[src/inc/mcr_cfg.svh]
// Command codes, field positions, reset values and limits of the calibration register bank.
`ifndef MCR_CFG_SVH
`define MCR_CFG_SVH

// Command codes.
`define MCR_CMD_IDENTITY 8'hd0
`define MCR_CMD_VOUT_GAIN 8'hd1
`define MCR_CMD_VOUT_OFFSET 8'hd2
`define MCR_CMD_VIN_GAIN 8'hd3
`define MCR_CMD_VIN_OFFSET 8'hd4
`define MCR_CMD_IOUT_GAIN 8'hd5
`define MCR_CMD_IOUT_OFFSET 8'hd6
`define MCR_CMD_FW_REV 8'hdb
`define MCR_CMD_PIN_CFG 8'he0

// Identity word fields.
`define MCR_WPE_BIT 1
`define MCR_NAME_MSB 7
`define MCR_NAME_LSB 2
`define MCR_WPE_RST 1'b1

// Calibration defaults and limits.
`define MCR_GAIN_RST 16'h2000
`define MCR_VOUT_GAIN_MAX 16'h2666
`define MCR_VOUT_GAIN_MIN 16'h1999
`define MCR_OFFSET_RST 16'h0000
`define MCR_EXP_MSB 15
`define MCR_EXP_LSB 11
`define MCR_VOUT_OFS_EXP 5'h14

// Pin configuration byte.
`define MCR_ARA_BIT 4
`define MCR_PIN_MSB 3
`define MCR_PIN_LSB 0
`define MCR_PINCFG_RST 5'h00
`define MCR_PIN_ONOFF_PG 4'h0
`define MCR_PIN_TRIM_PG 4'h1
`define MCR_PIN_TRIM_ONOFF 4'h2

`endif

[src/inc/mcr_pkg.sv]
// Types and shared decode functions of the calibration register bank.
package mcr_pkg;
   `include "mcr_cfg.svh"

   typedef enum logic [1:0] {
      MCR_RSP_OK = 2'h0,
      MCR_RSP_UNSUPPORTED = 2'h1,
      MCR_RSP_LOCKED = 2'h2,
      MCR_RSP_INVALID = 2'h3
   } mcr_rsp_t;

   typedef enum logic [1:0] {
      MCR_FN_ONOFF = 2'h0,
      MCR_FN_TRIM = 2'h1,
      MCR_FN_POWER_GOOD = 2'h2,
      MCR_FN_NONE = 2'h3
   } mcr_pin_fn_t;

   // Droop-sharing builds accept only the default assignment.
   function automatic logic mcr_pin_legal(input logic [3:0] code, input logic droop);
      mcr_pin_legal = (code == `MCR_PIN_ONOFF_PG) ||
         (!droop && ((code == `MCR_PIN_TRIM_PG) || (code == `MCR_PIN_TRIM_ONOFF)));
   endfunction
endpackage

[src/inc/mcr_pin_if.sv]
// Carrier between the register bank and the multi-purpose pin decoder.
interface mcr_pin_if;
   logic [3:0] code;
   mcr_pkg::mcr_pin_fn_t firstFn;
   mcr_pkg::mcr_pin_fn_t secondFn;
   logic legal;
   modport cfg(output code, input firstFn, input secondFn, input legal);
   modport decode(input code, output firstFn, output secondFn, output legal);
endinterface

[src/verilog/mcr_pin_decode.sv]
// Decoder from the pin assignment code to the function of each multi-purpose pin.
`include "mcr_cfg.svh"
module mcr_pin_decode #(
   parameter bit DROOP_OPTION = 1'b0
) (
   mcr_pin_if.decode pins
);
   always_comb
   begin
      pins.legal = mcr_pkg::mcr_pin_legal(pins.code, DROOP_OPTION);
      pins.firstFn = mcr_pkg::MCR_FN_NONE;
      pins.secondFn = mcr_pkg::MCR_FN_NONE;
      if (pins.legal)
      begin
         unique case (pins.code)
            `MCR_PIN_ONOFF_PG:
            begin
               pins.firstFn = mcr_pkg::MCR_FN_ONOFF;
               pins.secondFn = mcr_pkg::MCR_FN_POWER_GOOD;
            end
            `MCR_PIN_TRIM_PG:
            begin
               pins.firstFn = mcr_pkg::MCR_FN_TRIM;
               pins.secondFn = mcr_pkg::MCR_FN_POWER_GOOD;
            end
            `MCR_PIN_TRIM_ONOFF:
            begin
               pins.firstFn = mcr_pkg::MCR_FN_TRIM;
               pins.secondFn = mcr_pkg::MCR_FN_ONOFF;
            end
            default:
            begin
               pins.firstFn = mcr_pkg::MCR_FN_NONE;
               pins.secondFn = mcr_pkg::MCR_FN_NONE;
            end
         endcase
      end
   end
endmodule // mcr_pin_decode

[src/verilog/mcr_regs.sv]
// Manufacturer calibration, identity and pin configuration command registers.
`include "mcr_cfg.svh"
//
// Summary of operation
// - Bit 1 of the identity low byte is the write-protect enable, 1 meaning protected.
// - While write protect is set, every calibration gain and offset write is refused.
// - The output-voltage gain resets to 0x2000 and only values from 0x1999 to 0x2666 are kept.
// - The output-voltage offset must carry exponent -12 and is persisted to nonvolatile storage.
// - The input-voltage gain resets to 0x2000 and is persisted to nonvolatile storage.
// - The input-voltage offset is held in input-voltage linear format and persisted.
// - The firmware revision is an eight-bit read-only value.
// - Pin byte bit 4 set makes the module answer only the alert response address during alert.
// - Pin codes 0000, 0001 and 0010 assign on/off+power-good, trim+power-good, trim+on/off.
// - Droop-sharing builds accept only pin code 0000.
// - Identity low byte bits 7:2 report the six-bit module designation.
// - Pin byte bits 7:5 read zero and ignore writes, bits 4:0 take a write only when bits 3:0 hold an accepted pin code, reset is zero.
module mcr_regs #(
   // Arbitrary designation, leading 1 marks an isolated product.
   parameter logic [5:0] MODULE_NAME = 6'h2a,
   // Arbitrary revision value.
   parameter logic [7:0] FW_REVISION = 8'h11,
   parameter bit DROOP_OPTION = 1'b0,
   parameter logic [15:0] VOUT_OFFSET_RST = `MCR_OFFSET_RST,
   parameter logic [15:0] VIN_OFFSET_RST = `MCR_OFFSET_RST,
   parameter logic [15:0] IOUT_GAIN_RST = `MCR_GAIN_RST,
   parameter logic [15:0] IOUT_OFFSET_RST = `MCR_OFFSET_RST
) (
   // Clock and reset.
   input wire logic clk,
   input wire logic rst,
   // Command port from the bus protocol engine.
   input wire logic cmdValid,
   input wire logic cmdWrite,
   input wire logic [7:0] cmdCode,
   input wire logic [15:0] cmdData,
   // Response to the protocol engine.
   output logic rspValid,
   output logic [15:0] rspData,
   output mcr_pkg::mcr_rsp_t rspStatus,
   // Calibration factors and write-protect state to the readback path.
   output logic [15:0] voutGain,
   output logic [15:0] voutOffset,
   output logic [15:0] vinGain,
   output logic [15:0] vinOffset,
   output logic [15:0] ioutGain,
   output logic [15:0] ioutOffset,
   output logic writeProtectEnable,
   // Persist request to the nonvolatile store.
   output logic nvmWrite,
   output logic [7:0] nvmCode,
   output logic [15:0] nvmData,
   // Alert line and address selection.
   input wire logic busAlertLineN,
   output logic respondAraOnly,
   output logic respondOwnAddr,
   // Multi-purpose pin functions.
   output mcr_pkg::mcr_pin_fn_t firstPinFn,
   output mcr_pkg::mcr_pin_fn_t secondPinFn
);

   localparam int NCAL = 6;
   localparam logic [2:0] NO_CAL = 3'h7;

   ////////////////////////////////////////////////////////////////////////////////////////////
   // Decode helpers.

   function automatic logic [2:0] calIndex(input logic [7:0] code);
      unique case (code)
         `MCR_CMD_VOUT_GAIN: calIndex = 3'h0;
         `MCR_CMD_VOUT_OFFSET: calIndex = 3'h1;
         `MCR_CMD_VIN_GAIN: calIndex = 3'h2;
         `MCR_CMD_VIN_OFFSET: calIndex = 3'h3;
         `MCR_CMD_IOUT_GAIN: calIndex = 3'h4;
         `MCR_CMD_IOUT_OFFSET: calIndex = 3'h5;
         default: calIndex = NO_CAL;
      endcase
   endfunction

   function automatic logic calDataOk(input logic [2:0] idx, input logic [15:0] data);
      calDataOk = 1'b1;
      if (idx == 3'h0)
      begin
         calDataOk = (data >= `MCR_VOUT_GAIN_MIN) && (data <= `MCR_VOUT_GAIN_MAX);
      end
      else if (idx == 3'h1)
      begin
         calDataOk = data[`MCR_EXP_MSB:`MCR_EXP_LSB] == `MCR_VOUT_OFS_EXP;
      end
   endfunction

   ////////////////////////////////////////////////////////////////////////////////////////////
   // Write qualification.

   // Reset images are constants so the asynchronous reset branch loads no logic values.
   localparam logic [15:0] CAL_RST [NCAL] = '{`MCR_GAIN_RST, VOUT_OFFSET_RST, `MCR_GAIN_RST,
      VIN_OFFSET_RST, IOUT_GAIN_RST, IOUT_OFFSET_RST};

   logic [15:0] calWord [0:NCAL-1];
   logic write_protect_enable;
   logic [4:0] pinCfg;
   logic alertSync1;
   logic alertSync2;
   logic isWrite;
   logic [2:0] calIdx;
   logic calAccept;
   logic pinAccept;
   mcr_pin_if pinBus ();

   assign isWrite = cmdValid && cmdWrite;
   assign calIdx = calIndex(cmdCode);
   // Protection gates every calibration word, the identity word itself stays writable.
   assign calAccept = isWrite && (calIdx != NO_CAL) && !write_protect_enable &&
      calDataOk(calIdx, cmdData);
   // Reassignment is taken whatever the output is doing, and no glitch guard is kept here.
   assign pinAccept = isWrite && (cmdCode == `MCR_CMD_PIN_CFG) &&
      mcr_pkg::mcr_pin_legal(cmdData[`MCR_PIN_MSB:`MCR_PIN_LSB], DROOP_OPTION);

   ////////////////////////////////////////////////////////////////////////////////////////////
   // Storage.

   // Reset restores the factory defaults; the nonvolatile store reloads its image over the
   // command port after boot.
   genvar gi;
   generate
      for (gi = 0; gi < NCAL; gi++)
      begin : g_cal
         always_ff @(posedge clk or posedge rst)
         begin
            if (rst)
            begin
               calWord[gi] <= CAL_RST[gi];
            end
            else if (calAccept && (calIdx == 3'(gi)))
            begin
               calWord[gi] <= cmdData;
            end
         end
      end
   endgenerate

   always_ff @(posedge clk or posedge rst)
   begin
      if (rst)
      begin
         write_protect_enable <= `MCR_WPE_RST;
      end
      else if (isWrite && (cmdCode == `MCR_CMD_IDENTITY))
      begin
         write_protect_enable <= cmdData[`MCR_WPE_BIT];
      end
   end

   always_ff @(posedge clk or posedge rst)
   begin
      if (rst)
      begin
         pinCfg <= `MCR_PINCFG_RST;
      end
      else if (pinAccept)
      begin
         pinCfg <= cmdData[`MCR_ARA_BIT:`MCR_PIN_LSB];
      end
   end

   assign voutGain = calWord[0];
   assign voutOffset = calWord[1];
   assign vinGain = calWord[2];
   assign vinOffset = calWord[3];
   assign ioutGain = calWord[4];
   assign ioutOffset = calWord[5];
   assign writeProtectEnable = write_protect_enable;

   ////////////////////////////////////////////////////////////////////////////////////////////
   // Response.

   logic [15:0] next_rspData;
   mcr_pkg::mcr_rsp_t next_rspStatus;

   always_comb
   begin
      next_rspData = 16'h0000;
      next_rspStatus = mcr_pkg::MCR_RSP_OK;
      if (calIdx != NO_CAL)
      begin
         next_rspData = calWord[calIdx];
         if (cmdWrite && write_protect_enable)
         begin
            next_rspStatus = mcr_pkg::MCR_RSP_LOCKED;
         end
         else if (cmdWrite && !calDataOk(calIdx, cmdData))
         begin
            next_rspStatus = mcr_pkg::MCR_RSP_INVALID;
         end
      end
      else if (cmdCode == `MCR_CMD_IDENTITY)
      begin
         next_rspData = {8'h00, MODULE_NAME, write_protect_enable, 1'b0};
      end
      else if (cmdCode == `MCR_CMD_FW_REV)
      begin
         next_rspData = {8'h00, FW_REVISION};
         if (cmdWrite)
         begin
            next_rspStatus = mcr_pkg::MCR_RSP_INVALID;
         end
      end
      else if (cmdCode == `MCR_CMD_PIN_CFG)
      begin
         next_rspData = {8'h00, 3'h0, pinCfg};
         if (cmdWrite && !pinAccept)
         begin
            next_rspStatus = mcr_pkg::MCR_RSP_INVALID;
         end
      end
      else
      begin
         next_rspStatus = mcr_pkg::MCR_RSP_UNSUPPORTED;
      end
      // Writes echo nothing back, which keeps stale data off the bus.
      if (cmdWrite)
      begin
         next_rspData = 16'h0000;
      end
   end

   always_ff @(posedge clk or posedge rst)
   begin
      if (rst)
      begin
         rspValid <= 1'b0;
         rspData <= 16'h0000;
         rspStatus <= mcr_pkg::MCR_RSP_OK;
      end
      else
      begin
         rspValid <= cmdValid;
         if (cmdValid)
         begin
            rspData <= next_rspData;
            rspStatus <= next_rspStatus;
         end
      end
   end

   ////////////////////////////////////////////////////////////////////////////////////////////
   // Nonvolatile persist request.

   always_ff @(posedge clk or posedge rst)
   begin
      if (rst)
      begin
         nvmWrite <= 1'b0;
         nvmCode <= 8'h00;
         nvmData <= 16'h0000;
      end
      else
      begin
         nvmWrite <= calAccept;
         if (calAccept)
         begin
            nvmCode <= cmdCode;
            nvmData <= cmdData;
         end
      end
   end

   ////////////////////////////////////////////////////////////////////////////////////////////
   // Alert response address selection and pin functions.

   always_ff @(posedge clk or posedge rst)
   begin
      if (rst)
      begin
         alertSync1 <= 1'b0;
         alertSync2 <= 1'b0;
      end
      else
      begin
         alertSync1 <= !busAlertLineN;
         alertSync2 <= alertSync1;
      end
   end

   always_ff @(posedge clk or posedge rst)
   begin
      if (rst)
      begin
         respondAraOnly <= 1'b0;
         respondOwnAddr <= 1'b1;
      end
      else
      begin
         respondAraOnly <= alertSync2 && pinCfg[`MCR_ARA_BIT];
         respondOwnAddr <= !(alertSync2 && pinCfg[`MCR_ARA_BIT]);
      end
   end

   assign pinBus.code = pinCfg[`MCR_PIN_MSB:`MCR_PIN_LSB];

   mcr_pin_decode #(
      .DROOP_OPTION(DROOP_OPTION)
   ) u_pinDecode (
      .pins(pinBus)
   );

   always_ff @(posedge clk or posedge rst)
   begin
      if (rst)
      begin
         firstPinFn <= mcr_pkg::MCR_FN_ONOFF;
         secondPinFn <= mcr_pkg::MCR_FN_POWER_GOOD;
      end
      else
      begin
         firstPinFn <= pinBus.firstFn;
         secondPinFn <= pinBus.secondFn;
      end
   end
endmodule // mcr_regs
[config.mk]
export PLATFORM = sky130hd
export DESIGN_NAME = mcr_regs
export DESIGN_NICKNAME = d
export VERILOG_FILES = /design/src/inc/mcr_pkg.sv /design/src/inc/mcr_pin_if.sv /design/src/verilog/mcr_pin_decode.sv /design/src/verilog/mcr_regs.sv
export VERILOG_INCLUDE_DIRS = /design/src /design/src/inc
export SDC_FILE = /design/constraint.sdc
export NUM_CORES = 1
export LEC_CHECK = 0
export ABC_AREA = 1
export ABC_CLOCK_PERIOD_IN_PS = 13900
export BUFFER_PORTS_ARGS = -buffer_cell sky130_fd_sc_hd__buf_2
export CELL_PAD_IN_SITES_DETAIL_PLACEMENT = 1
export CELL_PAD_IN_SITES_GLOBAL_PLACEMENT = 1
export CORE_ASPECT_RATIO = 1.25
export CORE_UTILIZATION = 42
export DETAILED_ROUTE_END_ITERATION = 6
export PLACE_DENSITY = 0.91
export SYNTH_ARGS = -nofsm -noshare
export SYNTH_HDL_FRONTEND = slang
export SYNTH_SLANG_ARGS = --single-unit
[constraint.sdc]
create_clock -name clk -period 13.9 [get_ports clk]
set_input_delay 2.78 -clock clk [delete_from_list [all_inputs] [get_ports clk]]
set_output_delay 2.78 -clock clk [all_outputs]
set_load 0.02 [all_outputs]
==> Yosys cells after proc, flatten, opt, wreduce, memory -nomap -nowiden <==
Index checks and enable logic that the tools add are counted.
{ "op_classes": {"magnitude_cmp": 3, "eq_ne": 20, "muxes": 25, "n_bitwise": 1, "n_reduce_logical": 32} }
{ "ops": {"columns": ["operator", "n"], "rows": [
  ["equality test 8 bit (second input constant)", 9],
  ["2-to-1 mux 16 bit", 4],
  ["binary-select mux 16 bit (select 3 bit)", 1],
  ["2-to-1 mux 2 bit", 10],
  ["logical AND 1 bit", 18],
  ["one-hot mux 3 bit (6 select lines)", 1],
  [">= comparator 16 x 13 -> 1 bit (second input constant)", 1],
  ["less-or-equal comparator 16 x 14 -> 1 bit (second input constant)", 1],
  ["2-to-1 mux 5 bit", 2],
  ["equality test 4 x 1 -> 1 bit (second input constant)", 2],
  ["equality test 4 x 2 -> 1 bit (second input constant)", 2],
  ["zero test 4 bit", 2],
  ["2-to-1 mux 8 bit", 1],
  ["one-hot mux 2 bit (2 select lines)", 2],
  ["equality test 3 x 2 -> 1 bit (second input constant)", 2],
  ["equality test 3 bit (second input constant)", 2],
  ["equality test 5 bit (second input constant)", 1],
  ["zero test 1 bit", 5],
  [">= comparator 4 bit (second input constant)", 1],
  ["logical OR 1 bit", 4],
  ["2-to-1 mux 1 bit", 4],
  ["inverter 3 -> 4 bit", 1],
  ["OR reduction 2 bit", 2],
  ["equality test 3 x 1 -> 1 bit (second input constant)", 1],
  ["2 further kinds", 2]
]} }
{ "word_totals": {"register_bits": 154, "in_bits": 29, "output_inout_bits": 147, "wordCells": 101} }

==> Longest topological paths before layout <==
Gate-level depths: netlist of run 1.
{ "depth": {"word_depth": 12, "ltp_mapped": 14, "ltp_nobuf": 13} }

==> By module <==
Synthesis of run 1 repeated with hierarchy kept, for this count alone.
{ "unflattened": {"hier_cells": 975, "hier_area_um2": 7552.2} }
{ "modules_own_cells": {"columns": ["mod", "instances", "cells_per_inst", "area_per_inst_um2", "seq_area_each_um2"], "rows": [
  ["mcr_regs", 1, 965, 7504.7, 3861.2],
  ["mcr_pin_decode", 1, 10, 47.5, 0.0]
]} }

==> Worst setup path before layout of run 1 <==
Ideal clock, no wire load.
{ "synth_timing": {"path_type": "input port to flip-flop", "from": "input cmdCode[5]", "to": "register nvmData[10]", "setup_ps": 131, "t_arrival_ps": 4344, "required_ps": 13769, "setup_slack_ps": 9425, "cell_stages": 12, "n_path_buf": 2, "cell_sequence": "inv_1 -> nand2_1 -> nor2_2 -> nand2_1 -> a21oi_2 -> nor2_2 -> nor3_4 -> nand2_1 -> buf_2 -> buf_2 -> nand2_1 -> o21ai_0"} }
{ "synth_via": {"elab_chain_len": 6, "elab_cells_between_ends": 15, "classes_between": "8 x eq/ne; 3 x mux; 4 x reduce/logical"} }
{ "synth_lines": {"columns": ["element", "line", "rtl"], "rows": [
  ["start: declaration", "mcr_regs.sv:34", "input wire logic [7:0] cmdCode,"],
  ["equality test 8 bit", "mcr_regs.sv:68", "unique case (code)"],
  ["one-hot mux 3 bit (6 select lines) (*)", "mcr_regs.sv:68", null],
  ["equality test 3 x 1 -> 1 bit / != test 3 bit (equally long branches)", "mcr_regs.sv:85, mcr_regs.sv:112", null],
  ["2-to-1 mux 1 bit / logical AND 1 bit (equally long branches)", "mcr_regs.sv:85, mcr_regs.sv:112", null],
  ["2-to-1 mux 1 bit / logical AND 1 bit (equally long branches)", "mcr_regs.sv:81, mcr_regs.sv:112", null],
  ["logical AND 1 bit (*)", "mcr_regs.sv:112", "assign calAccept = isWrite && (calIdx != NO_CAL) && !write_protect_enable &&"],
  ["end signal: assignment", "mcr_regs.sv:262", "nvmData <= cmdData;"],
  ["end: declaration", "mcr_regs.sv:51", "output logic [15:0] nvmData,"]
]} }
Mark *: on every way between the ends. The rest lies on a longest branch, timed or not.
A chain may end at the register's enable or synchronous reset.

==> Worst setup path in the final report of run 1 <==
{ "layout_timing": {"from": "input cmdCode[5]", "to": "register calWord (netlist bit ioutOffset[9])"} }
{ "layout_via": {"elab_chain_len": 7, "elab_cells_between_ends": 17, "classes_between": "9 x eq/ne; 3 x mux; 5 x reduce/logical"} }
{ "layout_lines": {"columns": ["element", "line", "rtl"], "rows": [
  ["equality test 8 bit", "mcr_regs.sv:68", null],
  ["one-hot mux 3 bit (6 select lines) (*)", "mcr_regs.sv:68", null],
  ["equality test 3 x 1 -> 1 bit / != test 3 bit (equally long branches)", "mcr_regs.sv:85, mcr_regs.sv:112", null],
  ["2-to-1 mux 1 bit / logical AND 1 bit (equally long branches)", "mcr_regs.sv:85, mcr_regs.sv:112", null],
  ["2-to-1 mux 1 bit / logical AND 1 bit (equally long branches)", "mcr_regs.sv:81, mcr_regs.sv:112", null],
  ["logical AND 1 bit", "mcr_regs.sv:112", null],
  ["logical AND 1 bit (*)", "mcr_regs.sv:133", "else if (calAccept && (calIdx == 3'(gi)))"],
  ["end signal: indexed assignment", "mcr_regs.sv:131", "calWord[gi] <= CAL_RST[gi];"],
  ["end signal: indexed assignment", "mcr_regs.sv:135", "calWord[gi] <= cmdData;"],
  ["end: declaration", "mcr_regs.sv:98", "logic [15:0] calWord [0:NCAL-1];"]
]} }
Marks and branches as above.

==> results of run 1 <==
## flip-flops by register name, indices dropped and copies added (netlist names), 5 cells and up
name	count
rspData	16
pinCfg	5
vinGain	16
nvmCode	8
vinOffset	16
nvmData	16
voutOffset	16
voutGain	16
ioutGain	16
ioutOffset	16
## through the flow
step | cells | hold WS, ns | power [mW] | setup WS (ns)
floorplan | 815 | 0.331 | 0.482 | 6.98
global placement | 1174 | 0.333 | 0.501 | 7.83
detailed placement | 1174 | 0.350 | 0.502 | 7.61
CTS | 1206 | 0.364 | 0.967 | 7.86
global route | 1206 | 0.388 | 0.987 | 7.50
finish | 1206 | 0.367 | 0.966 | 7.78
## where the power goes
part / internal (mW) / leakage, nW / switching [mW]
logic: 0.00846 / 2.18 / 0.0356
registers: 0.450 / 2.06 / 0.00103
clock network: 0.267 / 0.269 / 0.204
## metal layers
layer  up-vias  track usage, %  wire length (um)
li1       2970               -                 -
met1      3325            40.8             10100
met2       299            50.7             12100
met3        73            5.53              1520
met4         0            16.4              1190
met5         -               0                 0
## how the worst min path moves through the flow
stage               startpoint         end  slack (ns)  depth (start not counted)
floorplan           alertSync1  alertSync2        0.33                          0
global placement    alertSync1  alertSync2        0.33                          0
detailed placement  alertSync1  alertSync2        0.35                          0
CTS                 alertSync1  alertSync2        0.36                          0
global route        alertSync1  alertSync2        0.39                          0
finish              alertSync1  alertSync2        0.37                          0
## worst max-delay path, stage by stage
cell and delay (ns):
buf_2 0.09, inv_1 0.06, nand2_1 0.06, nor2_2 0.21
nand3_1 0.61, nand2_2 0.56, nor2_2 0.16, nor3_4 0.33
nand3_1 0.83, o21ai_0 0.69
## final cells by class
| class | instances | area (um^2) |
|---|---|---|
| timing repair buffer | 179 | 906 |
| clock buffer | 17 | 425 |
| tap | 212 | 265 |
| multi-input combinational | 561 | 2550 |
| sequential | 154 | 3860 |
| inverter | 68 | 260 |
| clock inverter | 15 | 166 |
| fill | 1958 | 7260 |
## cells in the mapped netlist
| cell type | n |
|---|---|
| nor4_2 | 1 |
| nand3b_1 | 12 |
| dfrtp_1 | 148 |
| a21oi_1 | 14 |
| clkbuf_2 | 1 |
| nor4_1 | 1 |
| buf_2 | 5 |
| clkinv_1 | 2 |
| nand4_1 | 6 |
| clkbuf_1 | 25 |
| or2_2 | 19 |
| o21ai_1 | 2 |
| o21bai_1 | 1 |
| nor2_1 | 55 |
| buf_1 | 1 |
| inv_1 | 64 |
| a22oi_1 | 1 |
| nand3_2 | 2 |
| dfstp_2 | 6 |
| nand2_2 | 2 |
| inv_2 | 2 |
| nor2_2 | 2 |
| nor3_1 | 4 |
| nand2_1 | 240 |
| nand3_1 | 63 |
| o211ai_2 | 1 |
| o21ai_0 | 133 |
| a21oi_2 | 1 |
| nor3_4 | 1 |
## cells by family after synthesis
logic type	Yosys count	synth area share, %
buf+inv	100	5.63
flops	154	56.8
simple gates	408	26.0
compound gates	153	11.5
==> qor.txt, run 1 <==
Outcome - finished clean
I/O pin count - 176
Element type at the critical path start - input port
Fmax - 163 MHz
P_leak - 4.51 nW
Top post-synthesis cells by area - dfrtp_1, nand2_1, o21ai_0
Detail Placement HPWL - 16700 um
Setup TNS - 0 ns
Layout net count - 1010
Critical path class - input port to flip-flop
Worst Setup End Kind - flip-flop
CTS root buffer - clkbuf_16
RSZ-0062 raised after global routing - false
Worst hold path class - flip-flop to flip-flop
Syn Std Cell Area - 6800 um^2
Final count of negative-setup-slack endpoints - 0
Layout cells sized above 1 - 25.2%
Hold_buf cts - 0
Relative slew slack - 25.0%
Commonest non-fill, non-tap cell in the layout - nand2_1
DR vias/cell - 5.53
Setup bufs post-CTS - 0
Util after Layout - 53.8%
Port buffer count - 175
Pins Over Slew Limit - 0
Critical Path AT - 6.41 ns
Chip width - 116 um
CP startpoint - cmdCode[5]
Post-synth cell types - 29
Syn_nets - 844
Vias in the first global route - 6820
Post-DRT Antenna Nets - 0
R2R Path End - ioutOffset[9]
Final hold violations - 0
Clock latency on the worst-skew pair - 0.44 ns
Final Cell Area - 8440 um^2
Seq/Total Area, Yosys - 56.8%
Clock sinks - 154
DRT iter0 DRCs - 538
Via count - 6667
GRT Overall Usage - 31.6%
Post-synth top area share - 54.5%
Final WL - 25000 um
Area grow syn2layout - 24.2%
R2R cell count - 3
FP Rows - 51
Deepest clock path buffer count - 2
Slew of the pin with the lowest slew margin - 1.12 ns
Minimum clock period - 6.12 ns
Peak VDD IR - 74.7 uV
Die Area - 16700 um^2
DRC viols - 0
Pre-antenna DRT Iters - 5
Gate Count Post-Synth - 815
Clock skew - 0.00945 ns
Placement-stage cell area - 7850 um^2
# diodes - 0
Avg WL per Cell - 20.7 um
Pin count of the biggest net entering global routing - 80
Most frequent cells in the layout - nand2_1, buf_2, dfrtp_1
Period utilisation layout - 44.0%
Synth warnings - 0
CTS Buf Count - 17
Core Box Area - 15700 um^2
Max-capacitance violation count - 0
CP required - 14.19 ns
Power per standard cell area - 114 nW/um^2
Die Y - 144 um
Crit path to - ioutOffset[9]
Yosys reg bits - 154
Initial antenna violation count - 0
Clock-pin slew on the worst setup and hold paths - 0.07 ns
Final GP Congestion - 0.864
CTS tree - built
Post-cts resize count - 0
Reg2reg setup slack - 11.48 ns
Peak fanout along the critical path - 32
Initial Util - 43.3%
Worst R2R Start - writeProtectEnable
CTS H-tree depth - 4
Cell type with the largest total area after synthesis - dfrtp_1
Avg Cell Area, Syn - 8.34 um^2
Global route overflow - 0
First-pass GRT wire length - 39000 um
Note: power is estimated with default switching activity, not from simulation.
==> run 2: changes to the inputs <==
--- a/config.mk
+++ b/config.mk
@@ -6,15 +6,15 @@
 export SDC_FILE = /design/constraint.sdc
 export NUM_CORES = 1
 export LEC_CHECK = 0
-export ABC_AREA = 1
-export ABC_CLOCK_PERIOD_IN_PS = 13900
+export ABC_AREA = 0
+export ABC_CLOCK_PERIOD_IN_PS = 6400
 export BUFFER_PORTS_ARGS = -buffer_cell sky130_fd_sc_hd__buf_2
 export CELL_PAD_IN_SITES_DETAIL_PLACEMENT = 1
 export CELL_PAD_IN_SITES_GLOBAL_PLACEMENT = 1
 export CORE_ASPECT_RATIO = 1.25
 export CORE_UTILIZATION = 42
 export DETAILED_ROUTE_END_ITERATION = 6
-export PLACE_DENSITY = 0.91
+export PLACE_DENSITY = 0.84
 export SYNTH_ARGS = -nofsm -noshare
 export SYNTH_HDL_FRONTEND = slang
 export SYNTH_SLANG_ARGS = --single-unit
==> constraint.sdc (replaced) <==
create_clock -name clk -period 6.4 [get_ports clk]
set_input_delay 1.28 -clock clk [delete_from_list [all_inputs] [get_ports clk]]
set_output_delay 1.28 -clock clk [all_outputs]
set_load 0.02 [all_outputs]
==> qor.txt, run 2 <==
Slew of the pin with the lowest slew margin - 1.26 ns (+0.137 ns)
Max Used Layer - met4
Reg2reg setup slack - 3.51 ns (-7.97 ns)
Post-DRT Antenna Nets - 0 (unchanged)
Hold depth - 0 (unchanged)
Delay-heaviest family, CP - compound AO/OA/AOI/OAI gates
Vias in the first global route - 5930 (-13%)
Outcome - finished clean
Element type at the critical path start - input port
Post-synth cell types - 56 (+93%)
Placement-stage cell area - 8000 um^2 (+2.0%)
Core Box Area - 16300 um^2 (+3.6%)
Peak fanout along the critical path - 25 (-22%)
Clock latency on the worst-skew pair - 0.43 ns (about the same)
Worst hold path class - flip-flop to flip-flop
Final WL - 22700 um (-9.0%)
Final Cell Area - 8530 um^2 (+1.1%)
Gate Count Post-Synth - 544 (-33%)
Worst R2R Start - writeProtectEnable
Yosys reg bits - 154 (unchanged)
Pin count of the biggest net entering global routing - 106 (+33%)
Cell type with the largest total area after synthesis - dfrtp_1
Global route overflow - 0 (unchanged)
Clock skew - 0.00716 ns (-0.00230 ns)
Clock sinks - 154 (unchanged)
Seq/Total Area, Yosys - 55.1% (-1.8 points)
Cell Chain, Critical Path - buf_2, or4_1, or3_1, o2111ai_1, a21oi_4, o21ai_4, mux2_2
Initial Util - 43.1% (-0.18 points)
RSZ-0062 raised after global routing - false
CTS tree - built
Design Power - 2.16 mW (+120%)
Chip width - 118 um (+1.6%)
Syn_nets - 573 (-32%)
Layout net count - 729 (-28%)
Die Area - 17200 um^2 (+3.1%)
Pins Over Slew Limit - 0 (unchanged)
Bufs and invs on worst path - 1 (-1)
Clock-pin slew on the worst setup and hold paths - 0.06 ns (about the same)
Setup TNS - 0 ns (unchanged)
Commonest non-fill, non-tap cell in the layout - buf_2
Max-capacitance violation count - 0 (unchanged)
Synth warnings - 0 (unchanged)
Syn Std Cell Area - 7010 um^2 (+3.2%)
Final count of negative-setup-slack endpoints - 0 (unchanged)
Period utilisation layout - 61.0%
CTS Buf Count - 17 (unchanged)
R2R cell count - 4 (+1)
# diodes - 0 (unchanged)
Worst Setup End Kind - flip-flop
Detail Placement HPWL - 15500 um (-7.1%)
CP max-delay cell - o21ai_4
Largest stage delay, worst path - 0.87 ns (+0.04 ns)
Pre-antenna DRT Iters - 7 (+2)
I/O pin count - 176 (unchanged)
Peak VDD IR - 189 uV (+150%)
Final hold violations - 0 (unchanged)
Initial antenna violation count - 0 (unchanged)
Setup bufs post-CTS - 0 (unchanged)
Post-synth top area share - 52.8% (-1.7 points)
DR vias/cell - 5.88 (+6.4%)
Hold Startpoint - alertSync1
Met3 wire len - 1250 um (-18%)
Area grow syn2layout - 21.7%
Top FF cell, synth - dfrtp_1
Deepest clock path buffer count - 2 (unchanged)
Async set-reset flop share out of synthesis - 100% (unchanged)
CP startpoint - cmdData[14]
Fmax - 256 MHz
M1 WL - 9030 um (-11%)
Via count - 5462 (-18%)
Minimum clock period - 3.91 ns
Synth cell count leaders - dfrtp_1, mux2_2, clkbuf_1, nand2_1, mux2_4
Post-cts resize count - 0 (unchanged)
CP required - 6.72 ns (-7.47 ns)
P_leak - 4.66 nW (+3.3%)
Layout cells sized above 1 - 46.0% (+21 points)
First-pass GRT wire length - 35800 um (-8.0%)
CTS H-tree depth - 4 (unchanged)
Relative slew slack - 15.8% (-9.2 points)
R2R Path End - ioutOffset[3]
Final GP Congestion - 0.875 (+1.4%)
Port buffer count - 175 (unchanged)
Most frequent cells in the layout - buf_2, dfrtp_1, mux2_2
Hold path endpoint - alertSync2
GRT Overall Usage - 27.6% (-4.0 points)
DRC viols - 0 (unchanged)
Avg Cell Area, Syn - 12.9 um^2 (+55%)
FP Rows - 52 (+2.0%)
Die Y - 146 um (+1.6%)
Hold_buf cts - 0 (unchanged)
Critical path class - input port to flip-flop
CTS root buffer - clkbuf_16
Power per standard cell area - 254 nW/um^2 (+120%)
Met2 routed WL - 11600 um (-4.3%)
Top-count cell post-synth - dfrtp_1
Top post-synthesis cells by area - dfrtp_1, mux2_2, mux2_4
Post-synth EDFFs - 0 (unchanged)
Avg WL per Cell - 24.4 um (+18%)
Critical Path AT - 4.22 ns (-2.19 ns)
DRT iter0 DRCs - 349 (-35%)
[run 2: cell types whose count changed after synthesis, moves of 19 or more]
cell / change
inv_1: -57
o21ai_0: -118
mux2_4: +19
nand2_1: -218
mux2_2: +87
nand3_1: -58
nor2_1: -42
[run 2: area by class of cell]
class                   instances  area [um^2]
clock inverters                 9         75.1
clock buffers                  23          458
well taps                     216          270
flip-flops and latches        154         3860
inverters                       7         31.3
fillers                      1741         7730
repair buffers                179          906
multi-input cells             341         2930
[run 2: per-stage QoR]
stage	utilization [%]	hold WS [ns]	cells	setup WS [ns]
finish	52.5	0.373	929	2.49
global route	52.5	0.397	929	2.34
CTS	52.5	0.370	929	2.48
detailed placement	49.2	0.353	897	2.06
global placement	49.2	0.346	897	2.19
floorplan	-	0.331	544	0.980
[run 2: layer usage]
layer,track usage (%),up-vias
met5,0,-
met3,6.52,47
met4,12.2,0
met1,32.8,2836
li1,-,2337
met2,47.5,242
[run 2: how the worst max path moves through the flow]
stage	to	slack, ns	cells after the start
after detailed placement	nvmData[15]	2.06	7
after global placement	nvmData[15]	2.19	7
after CTS	nvmData[15]	2.48	7
after global routing	nvmData[15]	2.34	7
final	nvmData[15]	2.49	7
after floorplan	alertSync1	0.98	1
[run 2: where the power goes]
| group | internal, mW | switching [mW] |
|---|---|---|
| logic | 0.0684 | 0.132 |
| clock network | 0.540 | 0.398 |
| registers | 1.00 | 0.0213 |
[run 2: kinds of logic after synthesis]
logic type,synth area share (%)
multiplexers,20.9
buffers and inverters,3.12
AO/OA/AOI/OAI,12.6
flip-flops,55.1
AND/OR/NAND/NOR,8.32
[run 2: worst reg2reg max path, stage by stage (launching register included)]
cell and delay, ns:
dfstp_2 0.40, nand2b_1 0.17, nor4b_1 0.44, nand4_1 1.07, mux2_2 0.68
==> run 3: changes to the inputs <==
--- a/config.mk
+++ b/config.mk
@@ -6,15 +6,15 @@
 export SDC_FILE = /design/constraint.sdc
 export NUM_CORES = 1
 export LEC_CHECK = 0
-export ABC_AREA = 0
-export ABC_CLOCK_PERIOD_IN_PS = 6400
+export ABC_AREA = 1
+export ABC_CLOCK_PERIOD_IN_PS = 4030
 export BUFFER_PORTS_ARGS = -buffer_cell sky130_fd_sc_hd__buf_2
 export CELL_PAD_IN_SITES_DETAIL_PLACEMENT = 1
 export CELL_PAD_IN_SITES_GLOBAL_PLACEMENT = 1
 export CORE_ASPECT_RATIO = 1.25
-export CORE_UTILIZATION = 42
+export CORE_UTILIZATION = 39
 export DETAILED_ROUTE_END_ITERATION = 6
-export PLACE_DENSITY = 0.84
+export PLACE_DENSITY = 0.85
 export SYNTH_ARGS = -nofsm -noshare
 export SYNTH_HDL_FRONTEND = slang
 export SYNTH_SLANG_ARGS = --single-unit
==> constraint.sdc (replaced) <==
create_clock -name clk -period 4.03 [get_ports clk]
set_input_delay 0.806 -clock clk [delete_from_list [all_inputs] [get_ports clk]]
set_output_delay 0.806 -clock clk [all_outputs]
set_load 0.02 [all_outputs]
==> qor.txt, run 3 (synthesis results as in run 1) <==
Peak fanout along the critical path - 27 (+8.0%)
CTS H-tree depth - 4 (unchanged)
Cell Chain, Critical Path - buf_2, inv_1, nand2_1, nor2_2, nand3_1, buf_4, nand2_2, nor2_2, nor3_4, nand3_2, o21ai_0
Core Box Area - 16900 um^2 (+4.0%)
Util after Layout - 50.4% (-2.1 points)
Final count of negative-setup-slack endpoints - 0 (unchanged)
FP Rows - 53 (+1.9%)
Clock-pin slew on the worst setup and hold paths - 0.06 ns (about the same)
Chip width - 120 um (+2.1%)
Commonest non-fill, non-tap cell in the layout - nand2_1
CP required - 4.35 ns (-2.37 ns)
Setup TNS - 0 ns (unchanged)
Crit path top cell by count - nor2_2
Die Y - 150 um (+2.1%)
Final GP Congestion - 0.893 (+2.0%)
Worst Setup End Kind - flip-flop
P_leak - 4.55 nW (-2.3%)
Port buffer count - 175 (unchanged)
Max-capacitance violation count - 0 (unchanged)
Setup bufs post-CTS - 0 (unchanged)
RSZ-0062 raised after global routing - false
Post-DRT Antenna Nets - 0 (unchanged)
Hold_buf cts - 0 (unchanged)
Pre-antenna DRT Iters - 5 (-2)
Power per standard cell area - 392 nW/um^2 (+55%)
First-pass GRT wire length - 38100 um (+6.4%)
Die Area - 18000 um^2 (+4.3%)
Clock latency on the worst-skew pair - 0.43 ns (about the same)
Minimum clock period - 2.89 ns
Vias in the first global route - 6869 (+16%)
Largest stage delay, worst path - 0.49 ns (-0.38 ns)
Pin count of the biggest net entering global routing - 155 (+46%)
CTS root buffer - clkbuf_16
CTS tree - built
Global route overflow - 0 (unchanged)
Initial Util - 40.2% (-2.9 points)
Layout net count - 1018 (+40%)
Slew of the pin with the lowest slew margin - 0.893 ns (-0.366 ns)
Peak VDD IR - 232 uV (+23%)
Final WL - 24300 um (+7.1%)
Final hold violations - 0 (unchanged)
Fmax - 346 MHz
Initial antenna violation count - 0 (unchanged)
Layout cells sized above 1 - 25.4% (-21 points)
Avg WL per Cell - 19.9 um (-19%)
Outcome - finished clean
CP max-delay cell - nand3_2
Clock sinks - 154 (unchanged)
Area grow syn2layout - 25.4%
CTS Buf Count - 17 (unchanged)
Pins Over Slew Limit - 0 (unchanged)
I/O pin count - 176 (unchanged)
Deepest clock path buffer count - 2 (unchanged)
Detail Placement HPWL - 16500 um (+6.2%)
DR vias/cell - 5.36 (-8.9%)
Via count - 6547 (+20%)
# diodes - 0 (unchanged)
Element type at the critical path start - input port
Period utilisation layout - 71.7%
Post-Layout Cell Count - 1222 (+32%)
Critical path class - input port to flip-flop
Clock skew - 0.00722 ns (+0.0000604 ns)
Dpl cells - 1190 (+33%)
Worst hold path class - flip-flop to flip-flop
DRT iter0 DRCs - 435 (+25%)
Placement-stage cell area - 7930 um^2 (-0.91%)
Relative slew slack - 40.5% (+25 points)
Most frequent cells in the layout - nand2_1, buf_2, dfrtp_1
Critical Path AT - 3.21 ns (-1.01 ns)
Post-cts resize count - 0 (unchanged)
FILL cells - 2110 (+21%)
Final Cell Area - 8520 um^2 (-0.10%)
Hold_ws - 0.376 ns (+0.00317 ns)
DRC viols - 0 (unchanged)
GRT Overall Usage - 28.3% (+0.67 points)
run 3: changes by cell type in the layout (fill, tap and decap cells not counted), moves of 11 or more:
cell | before | now
a221oi_1 | 12 | 0
and2_1 | 11 | 0
inv_1 | 6 | 63
mux2_2 | 87 | 0
mux2_4 | 19 | 0
nand2_1 | 22 | 240
nand2b_1 | 17 | 0
nand3_1 | 5 | 63
nand3b_1 | 1 | 12
nor2_1 | 13 | 54
o21ai_0 | 15 | 133
o221ai_1 | 13 | 0
o22a_1 | 11 | 0
or2_2 | 1 | 19
run 3: metal layers:
| metal | global-route usage [%] | up-vias | wire (um) |
|---|---|---|---|
| li1 | - | 2982 | - |
| met1 | 35.3 | 3261 | 10100 |
| met2 | 47.1 | 238 | 11900 |
| met3 | 5.49 | 66 | 1380 |
| met4 | 13.3 | 0 | 992 |
| met5 | 0 | - | 0 |
run 3: final cells by class:
cell class | instances | area, um^2 | area share, %
clock buffer | 21 | 450 | 5.28
clock inverter | 11 | 146 | 1.72
inverter | 68 | 259 | 3.04
multi-input combinational | 561 | 2550 | 30.0
sequential | 154 | 3860 | 45.3
tap | 220 | 275 | 3.23
timing repair buffer | 187 | 978 | 11.5
run 3: path summary, 6_finish.rpt:
check                                      to               start  slack, ns  depth (start not counted)
max in group asynchronous        rspStatus[0]                 rst       2.76                          3
min in group asynchronous         rspData[12]                 rst       0.57                          3
worst min register to register     alertSync2          alertSync1       0.38                          0
worst max register to register  voutOffset[2]  writeProtectEnable       2.27                          3
worst min-delay path               alertSync2          alertSync1       0.38                          0
worst max-delay path            voutOffset[2]          cmdCode[5]       1.14                         11
run 3: where the power goes:
part	total, mW	internal, mW	switching, mW
Combinational	0.152	0.0313	0.120
Sequential	1.56	1.55	0.00369
Clock	1.64	0.988	0.647
Total	3.34	2.57	0.771
run 3: critical path, delay by kind of cell:
family                 cells  cell delay, ns
AND/OR/NAND/NOR            7            1.61
AO/OA/AOI/OAI              1            0.42
buffers and inverters      3            0.37
run 3: stage by stage:
stage          total power, mW  setup slack [ns]
2_1_floorplan             1.66              1.28
3_3_place_gp              1.73             0.928
3_5_place_dp              1.73             0.778
4_1_cts                   3.36              1.16
5_1_grt                   3.44             0.895
6_report                  3.34              1.14
